File: src/core/threshold_alert_pkg.sv
// Purpose: Shared constants for the threshold alert register bank.
// Assumes: Word-addressed register port, 8-bit address, 16-bit data.
// Notes: Page is the upper address nibble, word index the lower one.
package threshold_alert_pkg;

  // ---------------------------------------------------------------
  // Register offsets (word addresses)
  // ---------------------------------------------------------------
  localparam logic [7:0] ADDR_ALERT_STATUS = 8'h00;
  localparam logic [7:0] ADDR_VOLTAGE_LIMITS = 8'h01;
  localparam logic [7:0] ADDR_THERMAL_LIMITS = 8'h02;
  localparam logic [7:0] ADDR_CHARGE_LIMITS = 8'h03;
  localparam logic [7:0] ADDR_ALERT_CONTROL = 8'h1d;
  localparam logic [7:0] ADDR_CURRENT_LIMITS = 8'hb4;
  localparam logic [7:0] ADDR_SECONDARY_CONFIG = 8'hbb;

  // Serial words 0 to 7 in order.
  localparam logic [0:7][7:0] SERIAL_ADDR = '{8'hd4, 8'hd5, 8'hd9, 8'hda,
                                             8'hdc, 8'hdd, 8'hde, 8'hdf};
  localparam int SERIAL_WORDS = 8;

  // Occupied pages.
  localparam logic [3:0] PAGE_LAST_LOW = 4'h4;
  localparam logic [3:0] PAGE_B = 4'hb;
  localparam logic [3:0] PAGE_D = 4'hd;

  // ---------------------------------------------------------------
  // Reset values
  // ---------------------------------------------------------------
  localparam logic [15:0] RESET_VOLTAGE_LIMITS = 16'hff00;
  localparam logic [15:0] RESET_THERMAL_LIMITS = 16'h7f80;
  localparam logic [15:0] RESET_CHARGE_LIMITS = 16'hff00;
  localparam logic [15:0] RESET_CURRENT_LIMITS = 16'h7f80;
  localparam logic [15:0] RESET_ALERT_CONTROL = 16'h0000;
  localparam logic [15:0] RESET_SECONDARY_CONFIG = 16'h3000;

  // ---------------------------------------------------------------
  // Field positions
  // ---------------------------------------------------------------
  localparam int ALERT_ENABLE_BIT = 2;
  localparam int ALERT_STICKY_BIT = 11;
  localparam int DYNAMIC_POWER_ENABLE_BIT = 12;
  localparam int RATE_ESTIMATE_ENABLE_BIT = 13;
  // Current limit step is 512 reading counts.
  localparam int CURRENT_LIMIT_SHIFT = 9;

  // Violation flag positions in the status word.
  localparam int FLAG_VOLT_LOW = 0;
  localparam int FLAG_VOLT_HIGH = 1;
  localparam int FLAG_TEMP_LOW = 2;
  localparam int FLAG_TEMP_HIGH = 3;
  localparam int FLAG_CHARGE_LOW = 4;
  localparam int FLAG_CHARGE_HIGH = 5;
  localparam int FLAG_CURRENT_LOW = 6;
  localparam int FLAG_CURRENT_HIGH = 7;
  localparam int FLAG_COUNT = 8;

  // Arbitrary serial number used as a default only.
  localparam logic [127:0] DEFAULT_SERIAL = 128'h0123_4567_89ab_cdef_fedc_ba98_7654_3210;

endpackage : threshold_alert_pkg

File: src/core/threshold_alert_regs.sv
// Purpose: Alert limit registers, limit comparison and serial overlay.
// Assumes: Readings come from logic on the same clock; one-cycle strobes.
// Notes: Alert pin is open drain and only ever pulls low.
//
// Function
// - Limit word: upper byte maximum, lower byte minimum.
// - Alert when voltage exceeds upper limit.
// - Alert when voltage falls below lower limit.
// - Thermal limits reset disabled, signed, one-degree steps.
// - Alert when temperature exceeds upper limit.
// - Alert when temperature falls below lower limit.
// - Charge limits reset disabled, one-percent steps.
// - Alert when charge exceeds upper limit.
// - Alert when charge falls below lower limit.
// - Current limits reset disabled, 80 mA steps.
// - Alert when current exceeds upper limit.
// - Alert when current falls below lower limit.
// - Both enables clear: serial replaces output words.
// - Serial words at fixed addresses; else normal outputs.
// - Map covers pages zero to four, B, D.
// - Voltage limits reset disabled, 20 mV steps.
// - Alert pin driven only while alert enabled.
// - Alerts sticky or self-clearing by configuration.
//
// Added by the designer: the address-and-strobe port.
`timescale 1ns/100ps
module threshold_alert_regs #(
  parameter logic [127:0] SERIAL_NUMBER = threshold_alert_pkg::DEFAULT_SERIAL
) (
  // Clock and reset.
  input wire logic clock,
  input wire logic srst,
  // Register port.
  input wire logic [7:0] reg_addr,
  input wire logic [15:0] reg_wdata,
  input wire logic reg_write,
  input wire logic reg_read,
  output logic [15:0] reg_rdata,
  // Measurement readings.
  input wire logic [15:0] cell_voltage_reading,
  input wire logic [15:0] thermal_reading,
  input wire logic [15:0] reported_charge_percent,
  input wire logic [15:0] current_reading,
  // Normal output words behind the overlay, word 0 in the low bits.
  input wire logic [127:0] normal_output_words,
  // Open-drain alert pin.
  output logic alert_output_out,
  output logic alert_output_oe_n,
  // Configuration seen by the gauge logic.
  output logic rate_estimate_enable,
  output logic dynamic_power_enable
);
  import threshold_alert_pkg::*;

  // ---------------------------------------------------------------
  // State
  // ---------------------------------------------------------------
  typedef struct packed {
    logic [15:0] voltage_alert_limits;
    logic [15:0] thermal_alert_limits;
    logic [15:0] charge_alert_limits;
    logic [15:0] current_alert_limits;
    logic [15:0] alert_control;
    logic [15:0] secondary_config;
    logic [FLAG_COUNT-1:0] alert_flags;
    logic [15:0] rdata;
    logic alert_oe_n;
    logic alert_level;
  } state_t;

  state_t state;
  state_t next_state;

  logic [FLAG_COUNT-1:0] violation;
  logic [FLAG_COUNT-1:0] flag_clear;
  logic overlay_active;
  logic page_valid;
  logic [SERIAL_WORDS-1:0] overlay_hit;
  logic [15:0] overlay_word [SERIAL_WORDS];
  logic [16:0] current_wide;
  logic [16:0] current_upper_scaled;
  logic [16:0] current_lower_scaled;
  logic [7:0] voltage_upper_limit;
  logic [7:0] voltage_lower_limit;
  logic [7:0] thermal_upper_limit;
  logic [7:0] thermal_lower_limit;
  logic [7:0] charge_upper_limit;
  logic [7:0] charge_lower_limit;
  logic [7:0] current_upper_limit;
  logic [7:0] current_lower_limit;

  // ---------------------------------------------------------------
  // Limit fields and comparisons
  // ---------------------------------------------------------------
  // Each limit word splits into a maximum byte and a minimum byte.
  assign voltage_upper_limit = state.voltage_alert_limits[15:8];
  assign voltage_lower_limit = state.voltage_alert_limits[7:0];
  assign thermal_upper_limit = state.thermal_alert_limits[15:8];
  assign thermal_lower_limit = state.thermal_alert_limits[7:0];
  assign charge_upper_limit = state.charge_alert_limits[15:8];
  assign charge_lower_limit = state.charge_alert_limits[7:0];
  assign current_upper_limit = state.current_alert_limits[15:8];
  assign current_lower_limit = state.current_alert_limits[7:0];

  // Current limits are scaled up rather than the reading truncated, so that
  // a reading between steps still compares exactly.
  assign current_wide = {current_reading[15], current_reading};
  assign current_upper_scaled = {current_upper_limit, 9'h000};
  assign current_lower_scaled = {current_lower_limit, 9'h000};

  // Voltage and charge use the whole-step upper byte unsigned; temperature
  // is signed whole degrees; current is signed with 512 counts a step.
  always_comb begin
    violation = '0;
    violation[FLAG_VOLT_HIGH] = cell_voltage_reading[15:8] > voltage_upper_limit;
    violation[FLAG_VOLT_LOW] = cell_voltage_reading[15:8] < voltage_lower_limit;
    violation[FLAG_TEMP_HIGH] =
      $signed(thermal_reading[15:8]) > $signed(thermal_upper_limit);
    violation[FLAG_TEMP_LOW] =
      $signed(thermal_reading[15:8]) < $signed(thermal_lower_limit);
    violation[FLAG_CHARGE_HIGH] = reported_charge_percent[15:8] > charge_upper_limit;
    violation[FLAG_CHARGE_LOW] = reported_charge_percent[15:8] < charge_lower_limit;
    violation[FLAG_CURRENT_HIGH] =
      $signed(current_wide) > $signed(current_upper_scaled);
    violation[FLAG_CURRENT_LOW] =
      $signed(current_wide) < $signed(current_lower_scaled);
  end

  // ---------------------------------------------------------------
  // Serial overlay and page decode
  // ---------------------------------------------------------------
  // The serial number is only visible while both enables are clear.
  assign overlay_active = !state.secondary_config[RATE_ESTIMATE_ENABLE_BIT] &&
                          !state.secondary_config[DYNAMIC_POWER_ENABLE_BIT];

  // Only pages zero to four, B and D hold registers.
  assign page_valid = (reg_addr[7:4] <= PAGE_LAST_LOW) || (reg_addr[7:4] == PAGE_B) ||
                      (reg_addr[7:4] == PAGE_D);

  // One overlay slot per serial word.
  genvar gi;
  generate
    for (gi = 0; gi < SERIAL_WORDS; gi++) begin : g_overlay
      assign overlay_hit[gi] = reg_addr == SERIAL_ADDR[gi];
      assign overlay_word[gi] = overlay_active ?
        SERIAL_NUMBER[16*gi +: 16] : normal_output_words[16*gi +: 16];
    end
  endgenerate

  // ---------------------------------------------------------------
  // Next state
  // ---------------------------------------------------------------
  // Writes land on the addressed limit or configuration word or clear sticky status flags; reads capture
  // the addressed word for the following cycle; anything unmapped reads zero.
  always_comb begin
    next_state = state;
    flag_clear = '0;
    if (reg_write && page_valid) begin
      case (reg_addr)
        ADDR_VOLTAGE_LIMITS: next_state.voltage_alert_limits = reg_wdata;
        ADDR_THERMAL_LIMITS: next_state.thermal_alert_limits = reg_wdata;
        ADDR_CHARGE_LIMITS: next_state.charge_alert_limits = reg_wdata;
        ADDR_CURRENT_LIMITS: next_state.current_alert_limits = reg_wdata;
        ADDR_ALERT_CONTROL: next_state.alert_control = reg_wdata;
        ADDR_SECONDARY_CONFIG: next_state.secondary_config = reg_wdata;
        ADDR_ALERT_STATUS: flag_clear = reg_wdata[FLAG_COUNT-1:0];
        default: next_state = state;
      endcase
    end
    // Sticky mode holds a flag until software clears it, and a violation
    // in the clearing cycle wins; otherwise flags follow the violation.
    if (state.alert_control[ALERT_STICKY_BIT]) begin
      next_state.alert_flags = (state.alert_flags & ~flag_clear) | violation;
    end else begin
      next_state.alert_flags = violation;
    end
    // The pin pulls low only while alerts are enabled.
    next_state.alert_oe_n = !(state.alert_control[ALERT_ENABLE_BIT] &&
                              (|state.alert_flags));
    next_state.alert_level = 1'b0;
    next_state.rdata = 16'h0000;
    if (reg_read && page_valid) begin
      case (reg_addr)
        ADDR_ALERT_STATUS: next_state.rdata = {8'h00, state.alert_flags};
        ADDR_VOLTAGE_LIMITS: next_state.rdata = state.voltage_alert_limits;
        ADDR_THERMAL_LIMITS: next_state.rdata = state.thermal_alert_limits;
        ADDR_CHARGE_LIMITS: next_state.rdata = state.charge_alert_limits;
        ADDR_CURRENT_LIMITS: next_state.rdata = state.current_alert_limits;
        ADDR_ALERT_CONTROL: next_state.rdata = state.alert_control;
        ADDR_SECONDARY_CONFIG: next_state.rdata = state.secondary_config;
        default: begin
          for (int i = 0; i < SERIAL_WORDS; i++) begin
            if (overlay_hit[i]) begin
              next_state.rdata = overlay_word[i];
            end
          end
        end
      endcase
    end
  end

  // ---------------------------------------------------------------
  // Registers
  // ---------------------------------------------------------------
  // Limits come out of reset at values no reading can violate.
  always_ff @(posedge clock) begin
    if (srst) begin
      state <= '0;
      state.voltage_alert_limits <= RESET_VOLTAGE_LIMITS;
      state.thermal_alert_limits <= RESET_THERMAL_LIMITS;
      state.charge_alert_limits <= RESET_CHARGE_LIMITS;
      state.current_alert_limits <= RESET_CURRENT_LIMITS;
      state.alert_control <= RESET_ALERT_CONTROL;
      state.secondary_config <= RESET_SECONDARY_CONFIG;
      state.alert_oe_n <= 1'b1;
    end else begin
      state <= next_state;
    end
  end

  assign reg_rdata = state.rdata;
  assign alert_output_out = state.alert_level;
  assign alert_output_oe_n = state.alert_oe_n;
  assign rate_estimate_enable = state.secondary_config[RATE_ESTIMATE_ENABLE_BIT];
  assign dynamic_power_enable = state.secondary_config[DYNAMIC_POWER_ENABLE_BIT];

  // ---------------------------------------------------------------
  // Checks
  // ---------------------------------------------------------------
  chk_limit_readback: assert property (@(posedge clock) disable iff (srst)
    reg_read && reg_addr == ADDR_VOLTAGE_LIMITS |=>
      reg_rdata == $past(state.voltage_alert_limits))
    else $error("Voltage limit read back wrong.");

  chk_reset_limits: assert property (@(posedge clock)
    srst |=> state.thermal_alert_limits == 16'h7f80 &&
      state.current_alert_limits == 16'h7f80 &&
      state.voltage_alert_limits == 16'hff00 && state.charge_alert_limits == 16'hff00)
    else $error("Limit reset value wrong.");

  chk_volt_high_flag: assert property (@(posedge clock) disable iff (srst)
    cell_voltage_reading[15:8] > state.voltage_alert_limits[15:8] |=>
      state.alert_flags[FLAG_VOLT_HIGH])
    else $error("Overvoltage not flagged.");

  chk_temp_low_flag: assert property (@(posedge clock) disable iff (srst)
    $signed(thermal_reading[15:8]) < $signed(state.thermal_alert_limits[7:0]) |=>
      state.alert_flags[FLAG_TEMP_LOW])
    else $error("Undertemperature not flagged.");

  chk_charge_flags: assert property (@(posedge clock) disable iff (srst)
    (reported_charge_percent[15:8] > state.charge_alert_limits[15:8] ||
     reported_charge_percent[15:8] < state.charge_alert_limits[7:0]) |=>
      (state.alert_flags[FLAG_CHARGE_HIGH] || state.alert_flags[FLAG_CHARGE_LOW]))
    else $error("Charge violation not flagged.");

  chk_current_flags: assert property (@(posedge clock) disable iff (srst)
    $signed({current_reading[15], current_reading}) >
      $signed({state.current_alert_limits[15:8], 9'h000}) |=>
      state.alert_flags[FLAG_CURRENT_HIGH])
    else $error("Overcurrent not flagged.");

  chk_disabled_quiet: assert property (@(posedge clock) disable iff (srst)
    state.voltage_alert_limits == 16'hff00 && state.thermal_alert_limits == 16'h7f80 &&
    state.charge_alert_limits == 16'hff00 && state.current_alert_limits == 16'h7f80 |->
      violation == '0)
    else $error("Disabled limit tripped.");

  chk_alert_gate: assert property (@(posedge clock) disable iff (srst)
    !state.alert_control[ALERT_ENABLE_BIT] |=> alert_output_oe_n)
    else $error("Alert driven while disabled.");

  chk_alert_drive: assert property (@(posedge clock) disable iff (srst)
    state.alert_control[ALERT_ENABLE_BIT] && (|state.alert_flags) |=>
      !alert_output_oe_n && !alert_output_out)
    else $error("Alert not driven low.");

  chk_auto_clear: assert property (@(posedge clock) disable iff (srst)
    !state.alert_control[ALERT_STICKY_BIT] && violation == '0 |=> state.alert_flags == '0)
    else $error("Flags did not clear.");

  chk_sticky_hold: assert property (@(posedge clock) disable iff (srst)
    state.alert_control[ALERT_STICKY_BIT] && (|state.alert_flags) &&
    !(reg_write && reg_addr == ADDR_ALERT_STATUS) |=>
      (state.alert_flags & $past(state.alert_flags)) == $past(state.alert_flags))
    else $error("Sticky flag lost.");

  chk_serial_overlay: assert property (@(posedge clock) disable iff (srst)
    reg_read && reg_addr == 8'hd4 && overlay_active |=> reg_rdata == SERIAL_NUMBER[15:0])
    else $error("Serial word 0 wrong.");

  chk_normal_words: assert property (@(posedge clock) disable iff (srst)
    reg_read && reg_addr == 8'hdf && !overlay_active |=>
      reg_rdata == $past(normal_output_words[127:112]))
    else $error("Normal output word wrong.");

  chk_page_decode: assert property (@(posedge clock) disable iff (srst)
    reg_read && !(reg_addr[7:4] <= 4'h4 || reg_addr[7:4] == 4'hb ||
      reg_addr[7:4] == 4'hd) |=> reg_rdata == 16'h0000)
    else $error("Unmapped page read nonzero.");

endmodule : threshold_alert_regs

File: config.mk
export PLATFORM = sky130hd
export DESIGN_NAME = threshold_alert_regs
export DESIGN_NICKNAME = d
export VERILOG_FILES = /design/src/core/threshold_alert_pkg.sv /design/src/core/threshold_alert_regs.sv
export SDC_FILE = /design/constraint.sdc
export NUM_CORES = 1
export LEC_CHECK = 0
export ABC_AREA = 1
export BUFFER_PORTS_ARGS = -buffer_cell sky130_fd_sc_hd__buf_2
export CAP_MARGIN = 10
export CORE_ASPECT_RATIO = 0.6
export CORE_MARGIN = 10
export CORE_UTILIZATION = 45
export CTS_CLUSTER_DIAMETER = 80
export DETAILED_ROUTE_END_ITERATION = 10
export HOLD_SLACK_MARGIN = 0.12
export PLACE_DENSITY = 0.72
export SYNTH_ARGS = -nofsm -noshare
export SYNTH_HDL_FRONTEND = slang
export SYNTH_SLANG_ARGS = --single-unit
File: constraint.sdc
create_clock -name clock -period 2 [get_ports clock]
set_input_delay 0.2 -clock clock [delete_from_list [all_inputs] [get_ports clock]]
set_output_delay 0.2 -clock clock [all_outputs]
set_load 0.005 [all_outputs]
==> Yosys cells after proc, flatten, opt, wreduce, memory -nomap -nowiden <==
Cells that the tools add are included.
{ "totals": {"ff_bits": 122, "inputBits": 220, "out_inout_bits": 20, "elab_cells": 77} }
{ "op_classes": {"n_lt_le_gt_ge": 9, "n_eq_ne": 16, "muxes": 20, "bitwise_logic": 4, "n_reduce_logical": 18} }
{ "op_table": {"columns": ["cell", "n"], "rows": [
  ["2-to-1 mux 16 bit", 16],
  ["case mux 16 bit (7 select lines)", 1],
  ["equality test 8 bit (second input constant)", 10],
  ["greater-than comparator 8 bit", 3],
  ["< comparator 8 bit", 3],
  ["2-to-1 mux 8 bit", 3],
  ["greater-than comparator 16 x 17 -> 1 bit", 1],
  ["< comparator 16 x 17 -> 1 bit", 1],
  ["equality test 8 x 2 -> 1 bit (second input constant)", 2],
  ["AND reduction 2 bit", 6],
  ["AND 8 bit", 1],
  ["equality test 4 bit (second input constant)", 2],
  ["equality test 8 x 1 -> 1 bit (second input constant)", 1],
  ["equality test 8 x 5 -> 1 bit (second input constant)", 1],
  ["zero test 8 bit", 1],
  ["NOT 8 bit", 1],
  ["OR 8 bit", 1],
  ["OR reduction 8 bit", 1],
  ["less-or-equal comparator 4 x 3 -> 1 bit (second input constant)", 1],
  ["logical AND 1 bit", 4],
  ["zero test 1 bit", 3],
  ["logical OR 1 bit", 2],
  ["OR reduction 2 bit", 1],
  ["NOT 1 bit", 1]
]} }

==> Longest topological paths before layout <==
Gate-level depths: netlist of the first run.
{ "depth": {"ltp_word": 12, "ltp_mapped": 13, "ltp_nobuf": 13} }

==> Worst setup path after synthesis of the first run <==
Ideal clock, no wire load.
{ "synth_path": {"kind": "flip-flop to flip-flop", "start": "register state, in the netlist rate_estimate_enable", "end": "register state, in the netlist reg_rdata[4]", "setup_ns": 0.064, "t_arrival_ns": 1.379, "t_required_ns": 1.936, "path_slack_ns": 0.557, "stages_incl_launch_ff": 9, "path_buffers": 2, "period_less_slack_ns": 1.443, "path_cell_list": "dfxtp_1 inv_1 nand2_1 clkbuf_1 clkbuf_1 nand3_1 nand2_1 nor2_1 nor2_1"} }
{ "synth_between": {"elab_chain_len": 12, "elab_cells_between_ends": 19, "cone_classes": "mux: 17; reduce/logical: 2"} }
{ "synth_rtl": {"columns": ["item", "line", "rtl"], "rows": [
  ["from (decl)", "threshold_alert_regs.sv:71", "state_t state;"],
  ["from (signal assigned)", "threshold_alert_regs.sv:217", "state <= next_state;"],
  ["zero test 1 bit (*)", "threshold_alert_regs.sv:133", "assign overlay_active = !state.secondary_config[RATE_ESTIMATE_ENABLE_BIT] &&"],
  ["logical AND 1 bit (*)", "threshold_alert_regs.sv:133", null],
  ["2-to-1 mux 16 bit", "threshold_alert_regs.sv:145", "assign overlay_word[gi] = overlay_active ?"],
  ["2-to-1 mux 16 bit (7 in a row)", "threshold_alert_regs.sv:193", "if (overlay_hit[i]) begin"],
  ["2-to-1 mux 16 bit (*)", "threshold_alert_regs.sv:193", null],
  ["case mux 16 bit (7 select lines) (*)", "threshold_alert_regs.sv:183", "case (reg_addr)"]
]} }
Mark *: on every way between the ends. The rest lies on a longest branch, timed or not.
A chain may end at the register's enable or synchronous reset.

==> Worst setup path after layout of the first run <==
{ "layout_path": {"start": "register state, in the netlist dynamic_power_enable", "end": "register state, in the netlist reg_rdata[3]"} }
{ "layout_between": {"elab_chain_len": 12, "elab_cells_between_ends": 19, "cone_classes": "mux: 17; reduce/logical: 2"} }
{ "layout_rtl": {"columns": ["item", "line", "rtl"], "rows": [
  ["zero test 1 bit (*)", "threshold_alert_regs.sv:134", "!state.secondary_config[DYNAMIC_POWER_ENABLE_BIT];"],
  ["logical AND 1 bit (*)", "threshold_alert_regs.sv:133", null],
  ["2-to-1 mux 16 bit", "threshold_alert_regs.sv:145", null],
  ["2-to-1 mux 16 bit (7 in a row)", "threshold_alert_regs.sv:193", null],
  ["2-to-1 mux 16 bit (*)", "threshold_alert_regs.sv:193", null],
  ["case mux 16 bit (7 select lines) (*)", "threshold_alert_regs.sv:183", null]
]} }
Marked as above.

==> results of run 1 <==
==> power by group through the flow <==
stage | registers (mW) | logic (mW) | clock network (mW)
after global placement | 2.48 | 0.608 | 0
after CTS | 2.43 | 0.646 | 3.30
after floorplan | 2.48 | 0.273 | 0
final | 2.43 | 0.662 | 3.32
after detailed placement | 2.48 | 0.621 | 0
after global routing | 2.43 | 0.726 | 3.42
==> cell usage after synthesis, drive strengths merged <==
| master | instances |
|---|---|
| nor3 | 8 |
| nand4 | 36 |
| a21oi | 97 |
| nand3 | 98 |
| a21o | 1 |
| nand3b | 14 |
| nor2 | 146 |
| clkinv | 1 |
| o22ai | 26 |
| dfxtp | 121 |
| o21ai | 109 |
| inv | 134 |
| clkbuf | 25 |
| buf | 54 |
| nor4 | 4 |
| ha | 60 |
| o21a | 4 |
| conb | 1 |
| o211ai | 57 |
| nand2 | 201 |
| or2 | 1 |
==> metrics by stage <==
stage | power [mW] | util (%)
floorplan | 2.75 | -
global placement | 3.09 | 54.5
detailed placement | 3.11 | 54.5
CTS | 6.38 | 58.8
global route | 6.58 | 58.8
finish | 6.41 | 58.8
==> worst register-to-register path: stages, from the launching register on <==
cell and delay [ns]:
dfxtp_1 0.34, nor2_4 0.38, buf_12 0.25, buf_4 0.20, o211ai_1 0.10, nand3_1 0.11, nor2_1 0.05, nand4_1 0.08
nor2_1 0.05, nor2_1 0.07
==> metal layers <==
layer | vias to the layer above | GRT usage (%) | wire length, um
met4 | 2 | 6.51 | 595
li1 | 4484 | - | -
met1 | 4319 | 38.1 | 14300
met5 | - | 0 | 20
met3 | 58 | 8.97 | 4250
met2 | 527 | 35.8 | 13600
==> registers in the layout (all words and copies together) (netlist names) <==
name	flops
current_upper_limit	8
reg_rdata	16
charge_lower_limit	8
rate_estimate_enable	1
charge_upper_limit	8
dynamic_power_enable	1
state	70
current_lower_limit	8
alert_output_oe_n	1
==> cell type report <==
cell class,instances,share of cell area (%)
Multi-Input combinational cell,863,46.2
Sequential cell,121,23.8
Timing Repair Buffer,271,16.0
Inverter,135,5.00
Clock buffer,20,4.49
Tap cell,234,2.88
Clock inverter,11,1.68
==> placed cells by master, fill, tap and decap left out, types with 14 or more instances in the layout <==
master,instances
a21oi_1,97
buf_2,214
buf_4,37
clkbuf_16,17
dfxtp_1,121
ha_1,60
inv_1,130
nand2_1,194
nand3_1,97
nand3b_1,14
nand4_1,36
nor2_1,133
o211ai_1,57
o21ai_0,108
o22ai_1,26
==> timing repair <==
action                                 in CTS  in global routing
buffers inserted                            0                  0
endpoints found under the hold margin      13                  0
hold buffers                               12                  0
==> kinds of logic (layout without fill, tap and decap cells) <==
logic type      count (synthesis)  in the layout
flops                         121            121
buf+inv                       214            437
other cells                     1              1
fa+ha+maj                      60             60
simple gates                  508            508
compound gates                294            294
==> worst max-delay path by stage <==
stage | startpoint | to | slack, ns
6_report | dynamic_power_enable | reg_rdata[3] | 0.33
5_1_grt | dynamic_power_enable | reg_rdata[1] | 0.17
4_1_cts | dynamic_power_enable | reg_rdata[3] | 0.32
3_5_place_dp | reg_addr[6] | reg_rdata[10] | 0.07
3_3_place_gp | reg_addr[6] | reg_rdata[13] | 0.10
2_1_floorplan | rate_estimate_enable | reg_rdata[4] | 0.56
==> results_dict.tcl, run 1 <==
set metrics [dict create \
    drtPass1Iterations 6 \
    synth_compound_area_share_pct 20.6 \
    ys_seq_elements 121 \
    fmax_mhz 597 \
    p_clk_share_pct 51.8 \
    synth_fa_ha_area_share_pct 9.34 \
    max_cap_violations 0 \
    clk_pin_slew_worst_paths_ns 0.06 \
    seq_area_um2 2420 \
    min_period_over_period_pct 83.7 \
    cts_htree_levels 4 \
    grt_overflow 0 \
    timing.hold.ws_ns 0.125 \
    cp_cell_sequence "nor2_4 -> buf_12 -> buf_4 -> o211ai_1 -> nand3_1 -> nor2_1 -> nand4_1 -> nor2_1 -> nor2_1" \
    track_usage_pct 26.2 \
    worstHoldStart "reg_wdata[3]" \
    die_area_um2 23800 \
    crit_arrival_ns 2.03 \
    cts_buffers 17 \
    crit_cells 9 \
    crit_family "simple AND/OR/NAND/NOR gates" \
    crit_path_start_kind "register" \
    crit_top_cell "nor2_1" \
    yosysTopAreaCell "dfxtp_1" \
    grt_max_degree 34 \
    worst_pin_slew_ns 0.539 \
    postRouteAntennaNets 0 \
    drtIter0Drc 1175 \
    nets 1689 \
    slew_viol_final 0 \
    syn2layout_area_growth_pct 26.7 \
    combPwrFrac_pct 10.3 \
    finalHoldViolCount 0 \
    fin_cells 1655 \
    power_switching_mw 1.56 \
    tritoncts "built" \
    wl_per_cell_um 19.8 \
    critical-path-max-stage-delay_ns 0.38 \
    fill_cells 1724 \
    avgViaCountPerCell 5.67 \
    dp_cells 1612 \
    die_width_um 193 \
    ys_types 32 \
    synth_warnings 0 \
    end_kind "register" \
    multiInputGateArea_um2 4700 \
    leakage_nw 4.88 \
    die_h_um 124 \
    setup_viol 0 \
    design_area_um2 10200 \
    power_density_nw_per_um2 630 \
    syn_inst 1198 \
    synthSimpleGateAreaFrac_pct 28.4 \
    synth_xor_area_share_pct 0 \
    placed_area_um2 9430 \
    num_vias 9390 \
    core_area_um2 17300 \
    outcome "finished clean" \
    worstSetupPathType "reg -> reg" \
    pin_count 240 \
    post_cts_resize_count 0 \
    layout-drive-gt1-share_pct 22.4 \
    synth_area_leaders "dfxtp_1, ha_1, nand2_1, o21ai_0, nor2_1" \
    p_sw_share_pct 24.4 \
    vdd_drop_max_mv 0.571 \
    layout_setup_ws_ns 0.325 \
    path_buf_inv 2 \
    routed_wl_mm 32.7 \
    drcViolationCount 0 \
    reg2reg_setup_slack_ns 0.33 \
    netlist_area_um2 8040 \
    min_path_cells 4 \
    root_buffer "clkbuf_16" \
    cts.path.max_buffers 2 \
    grt_pass1_wl_mm 48.1 \
    synth_top_area_share_pct 30.1 \
    synth_nets 1478 \
    p_int_mw 4.85 \
    fin_crit_ns 1.67 \
    slew_headroom_pct 64.0 \
    cts_sinks 121 \
    cp_slowest_cell "nor2_4" \
    fin_skew_ns 0.0111 \
    seq_area_frac_synth_pct 30.1 \
    timing.rr.start "dynamic_power_enable" \
    hold_end "state[21]" \
    grt_pass1_vias 8528 \
    hold_path_class "in -> reg" \
    finalSetupTns_ns 0 \
    gp_routability_congestion 1.01 \
    synthMuxAreaShare_pct 0 \
    p_seq_share_pct 37.9 \
    path_max_fanout 33 \
    portBuffers 214 \
    diodes 0 \
    synth_top_family_by_area "simple AND/OR/NAND/NOR gates" \
    synth.avg_cell_area_um2 6.71 \
    worstPathRequired_ns 2.36 \
    clk_latency_ns 0.42 \
    antenna_found_initial 1 \
    start_util_pct 46.4 \
    worstReg2RegEnd "reg_rdata[3]" \
    r2r_cells 9 \
    rsz0062_at_grt "no" \
    hpwl_mm 25.9 \
    row_count 37 \
    dp_slack_ns 0.0749 \
]
Power figures use the tool's default switching activity.
==> run 2, diff against run 1 <==
- ABC_AREA: 1 -> 0
- clock period: 2 -> 1.8 ns (I/O delays scaled with it)
==> run 2 against run 1 <==
Final cell count shrank 5.9%; sequential share of layout area down 2.7 points; sequential power rose by 12%; via count rose by 0.86%; first-iteration DRC count increased by 1.3%; count of clock-buffer cells in the layout decreased by 1; synthesized cell count is 17% lower; non-clock buffer count grew 109; largest cell class unchanged; highest routed layer is now met4.
==> results_dict.tcl, run 2 <==
set metrics [dict create \
    hold_end "reg_rdata[7]" \
    yosysTopAreaCell "dfxtp_1" \
    grt_pass1_vias 9241 \
    synth-edff-count 0 \
    drtPass1Iterations 5 \
    drtIter0Drc 1190 \
    tritoncts "built" \
    synth_nets 1274 \
    regMostFlops "state" \
    num_vias 9471 \
    synth_top_area_share_pct 28.5 \
    fin_skew_ns 0.0180 \
    met2WireLength_mm 14.8 \
    drcViolationCount 0 \
    syn2layout_area_growth_pct 35.6 \
    dp_slack_ns -0.253 \
    synth_most_common_cell "dfxtp_1" \
    yosys-top-cells-count "dfxtp_1, nor2_1, inv_1" \
    row_count 38 \
    cts_buffers 17 \
    worstSetupPathType "in -> reg" \
    core_area_um2 18300 \
    cp-startpoint "reg_addr[6]" \
    cts_htree_levels 4 \
    start_util_pct 46.4 \
    ys_types 77 \
    hpwl_mm 30.0 \
    timing.rr.start "rate_estimate_enable" \
    vdd_drop_max_mv 0.667 \
    synth_warnings 0 \
    min_path_cells 3 \
    setup_viol 0 \
    portBuffers 214 \
    worstHoldStart "normal_output_words[103]" \
    outcome "finished clean" \
    root_buffer "clkbuf_16" \
    syn_inst 994 \
    wl_met1_mm 17.1 \
    die_h_um 126 \
    antenna_found_initial 0 \
    crit_path_start_kind "primary input" \
    routed_wl_mm 37.4 \
    crit_arrival_ns 2.08 \
    final_core_util_pct 62.9 \
    reg2reg_setup_slack_ns 0.06 \
    largest_register_ffs 70 \
    seq_area_frac_synth_pct 28.5 \
    pin_count 240 \
    worst_pin_slew_ns 0.621 \
    min_period_over_period_pct 98.3 \
    grt_pass1_wl_mm 55.4 \
    gp_routability_congestion 0.992 \
    layout_setup_ws_ns 0.0299 \
    end_kind "register" \
    finalHoldViolCount 0 \
    synthFlopType "dfxtp_1" \
    diodes 0 \
    avgViaCountPerCell 6.08 \
    die_width_um 197 \
    clk_latency_ns 0.44 \
    cts_sinks 121 \
    fill_cells 1602 \
    design_area_um2 11500 \
    layout-drive-gt1-share_pct 33.6 \
    worstPathRequired_ns 2.11 \
    leakage_nw 5.69 \
    final_cell_mix "buf_2, buf_4, dfxtp_1, nor2_1, inv_1" \
    netlist_area_um2 8490 \
    synth_area_leaders "dfxtp_1, ha_1, mux2i_1, nor2_1, inv_1" \
    fin_crit_ns 1.77 \
    power_density_nw_per_um2 631 \
    nets 1585 \
    grt_max_degree 89 \
    clk_pin_slew_worst_paths_ns 0.06 \
    hold_path_class "in -> reg" \
    ys_seq_elements 121 \
    cts.path.max_buffers 2 \
    fmax_mhz 565 \
    worstReg2RegEnd "reg_rdata[14]" \
    slew_viol_final 0 \
    synth.avg_cell_area_um2 8.54 \
    grt_overflow 0 \
    path_max_fanout 7 \
    wl_per_cell_um 24.0 \
    placed_area_um2 10600 \
    wl_met3_mm 5.15 \
    max_cap_violations 0 \
    track_usage_pct 29.0 \
    synth_async_sr_flop_share_pct 0 \
    r2r_cells 7 \
    top_layer_used "met4" \
    postRouteAntennaNets 0 \
    slew_headroom_pct 57.5 \
    die_area_um2 24900 \
    mostFrequentLayoutCell "buf_2" \
]
## run 2: changes by cell type after synthesis, sizes merged, moves of 31 or more
cell	previous run	this run
nor2	146	97
nand2	201	65
mux2i	0	69
o21ai	109	42
nand3	98	18
a22oi	0	31
a21oi	97	47
inv	134	76
o211ai	57	24
## run 2: how the worst max path moves through the flow
| stage | to | depth (start not counted) |
|---|---|---|
| floorplan | reg_rdata[2] | 7 |
| global route | reg_rdata[14] | 7 |
| global placement | reg_rdata[12] | 9 |
| finish | reg_rdata[9] | 8 |
| detailed placement | reg_rdata[9] | 8 |
| CTS | reg_rdata[14] | 7 |
## run 2: cells by family after synthesis
kind of cell	Yosys count	synth area share, %
compound gates	279	23.1
simple gates	279	18.0
buf+inv	164	9.49
flops	121	28.5
mux	89	11.9
fa+ha+maj	60	8.85
other cells	1	0.0442
xor+xnor	1	0.103
## run 2: cell type report
cell class | instances | area (um2) | area share [%]
Clock buffer | 19 | 453 | 3.94
Clock inverter | 12 | 126 | 1.10
Inverter | 76 | 285 | 2.48
Multi-Input combinational cell | 709 | 5310 | 46.1
Sequential cell | 121 | 2420 | 21.1
Tap cell | 240 | 300 | 2.61
Timing Repair Buffer | 380 | 2610 | 22.7
## run 2: stage by stage
step | setup TNS [ns] | total power, mW | cells | hold slack, ns
2_1_floorplan | 0 | 3.22 | 994 | 0.309
3_3_place_gp | -2.27 | 3.78 | 1501 | 0.442
3_5_place_dp | -3.61 | 3.80 | 1501 | 0.457
4_1_cts | 0 | 7.22 | 1553 | 0.124
5_1_grt | -0.0124 | 7.44 | 1557 | 0.135
6_report | 0 | 7.26 | 1557 | 0.141
## run 2: report_power, final
group / total (mW) / internal (mW) / switching [mW]
logic: 1.11 / 0.522 / 0.586
clock network: 3.44 / 2.09 / 1.35
registers: 2.71 / 2.69 / 0.0152
## run 2: metal layers
| layer | vias to the layer above | GRT usage (%) |
|---|---|---|
| met2 | 587 | 39.0 |
| met5 | - | 0 |
| met4 | 0 | 5.22 |
| met3 | 32 | 10.7 |
| li1 | 4295 | - |
| met1 | 4557 | 42.7 |
## run 2: timing repair
action | 4_1_cts | 5_1_grt
gates resized for setup | 3 | 13
setup buffers | 0 | 4
pin swaps | 0 | 3
hold buffers | 21 | 0
endpoints found under the setup margin | 2 | 13
hold endpoints to repair | 32 | 0
## run 2: worst max-delay path: stages
cell	delay (ns)
buf_2	0.14
nor4b_4	0.38
and3_1	0.26
nor3_2	0.07
buf_4	0.18
a2111oi_0	0.60
buf_4	0.23
a211oi_1	0.05
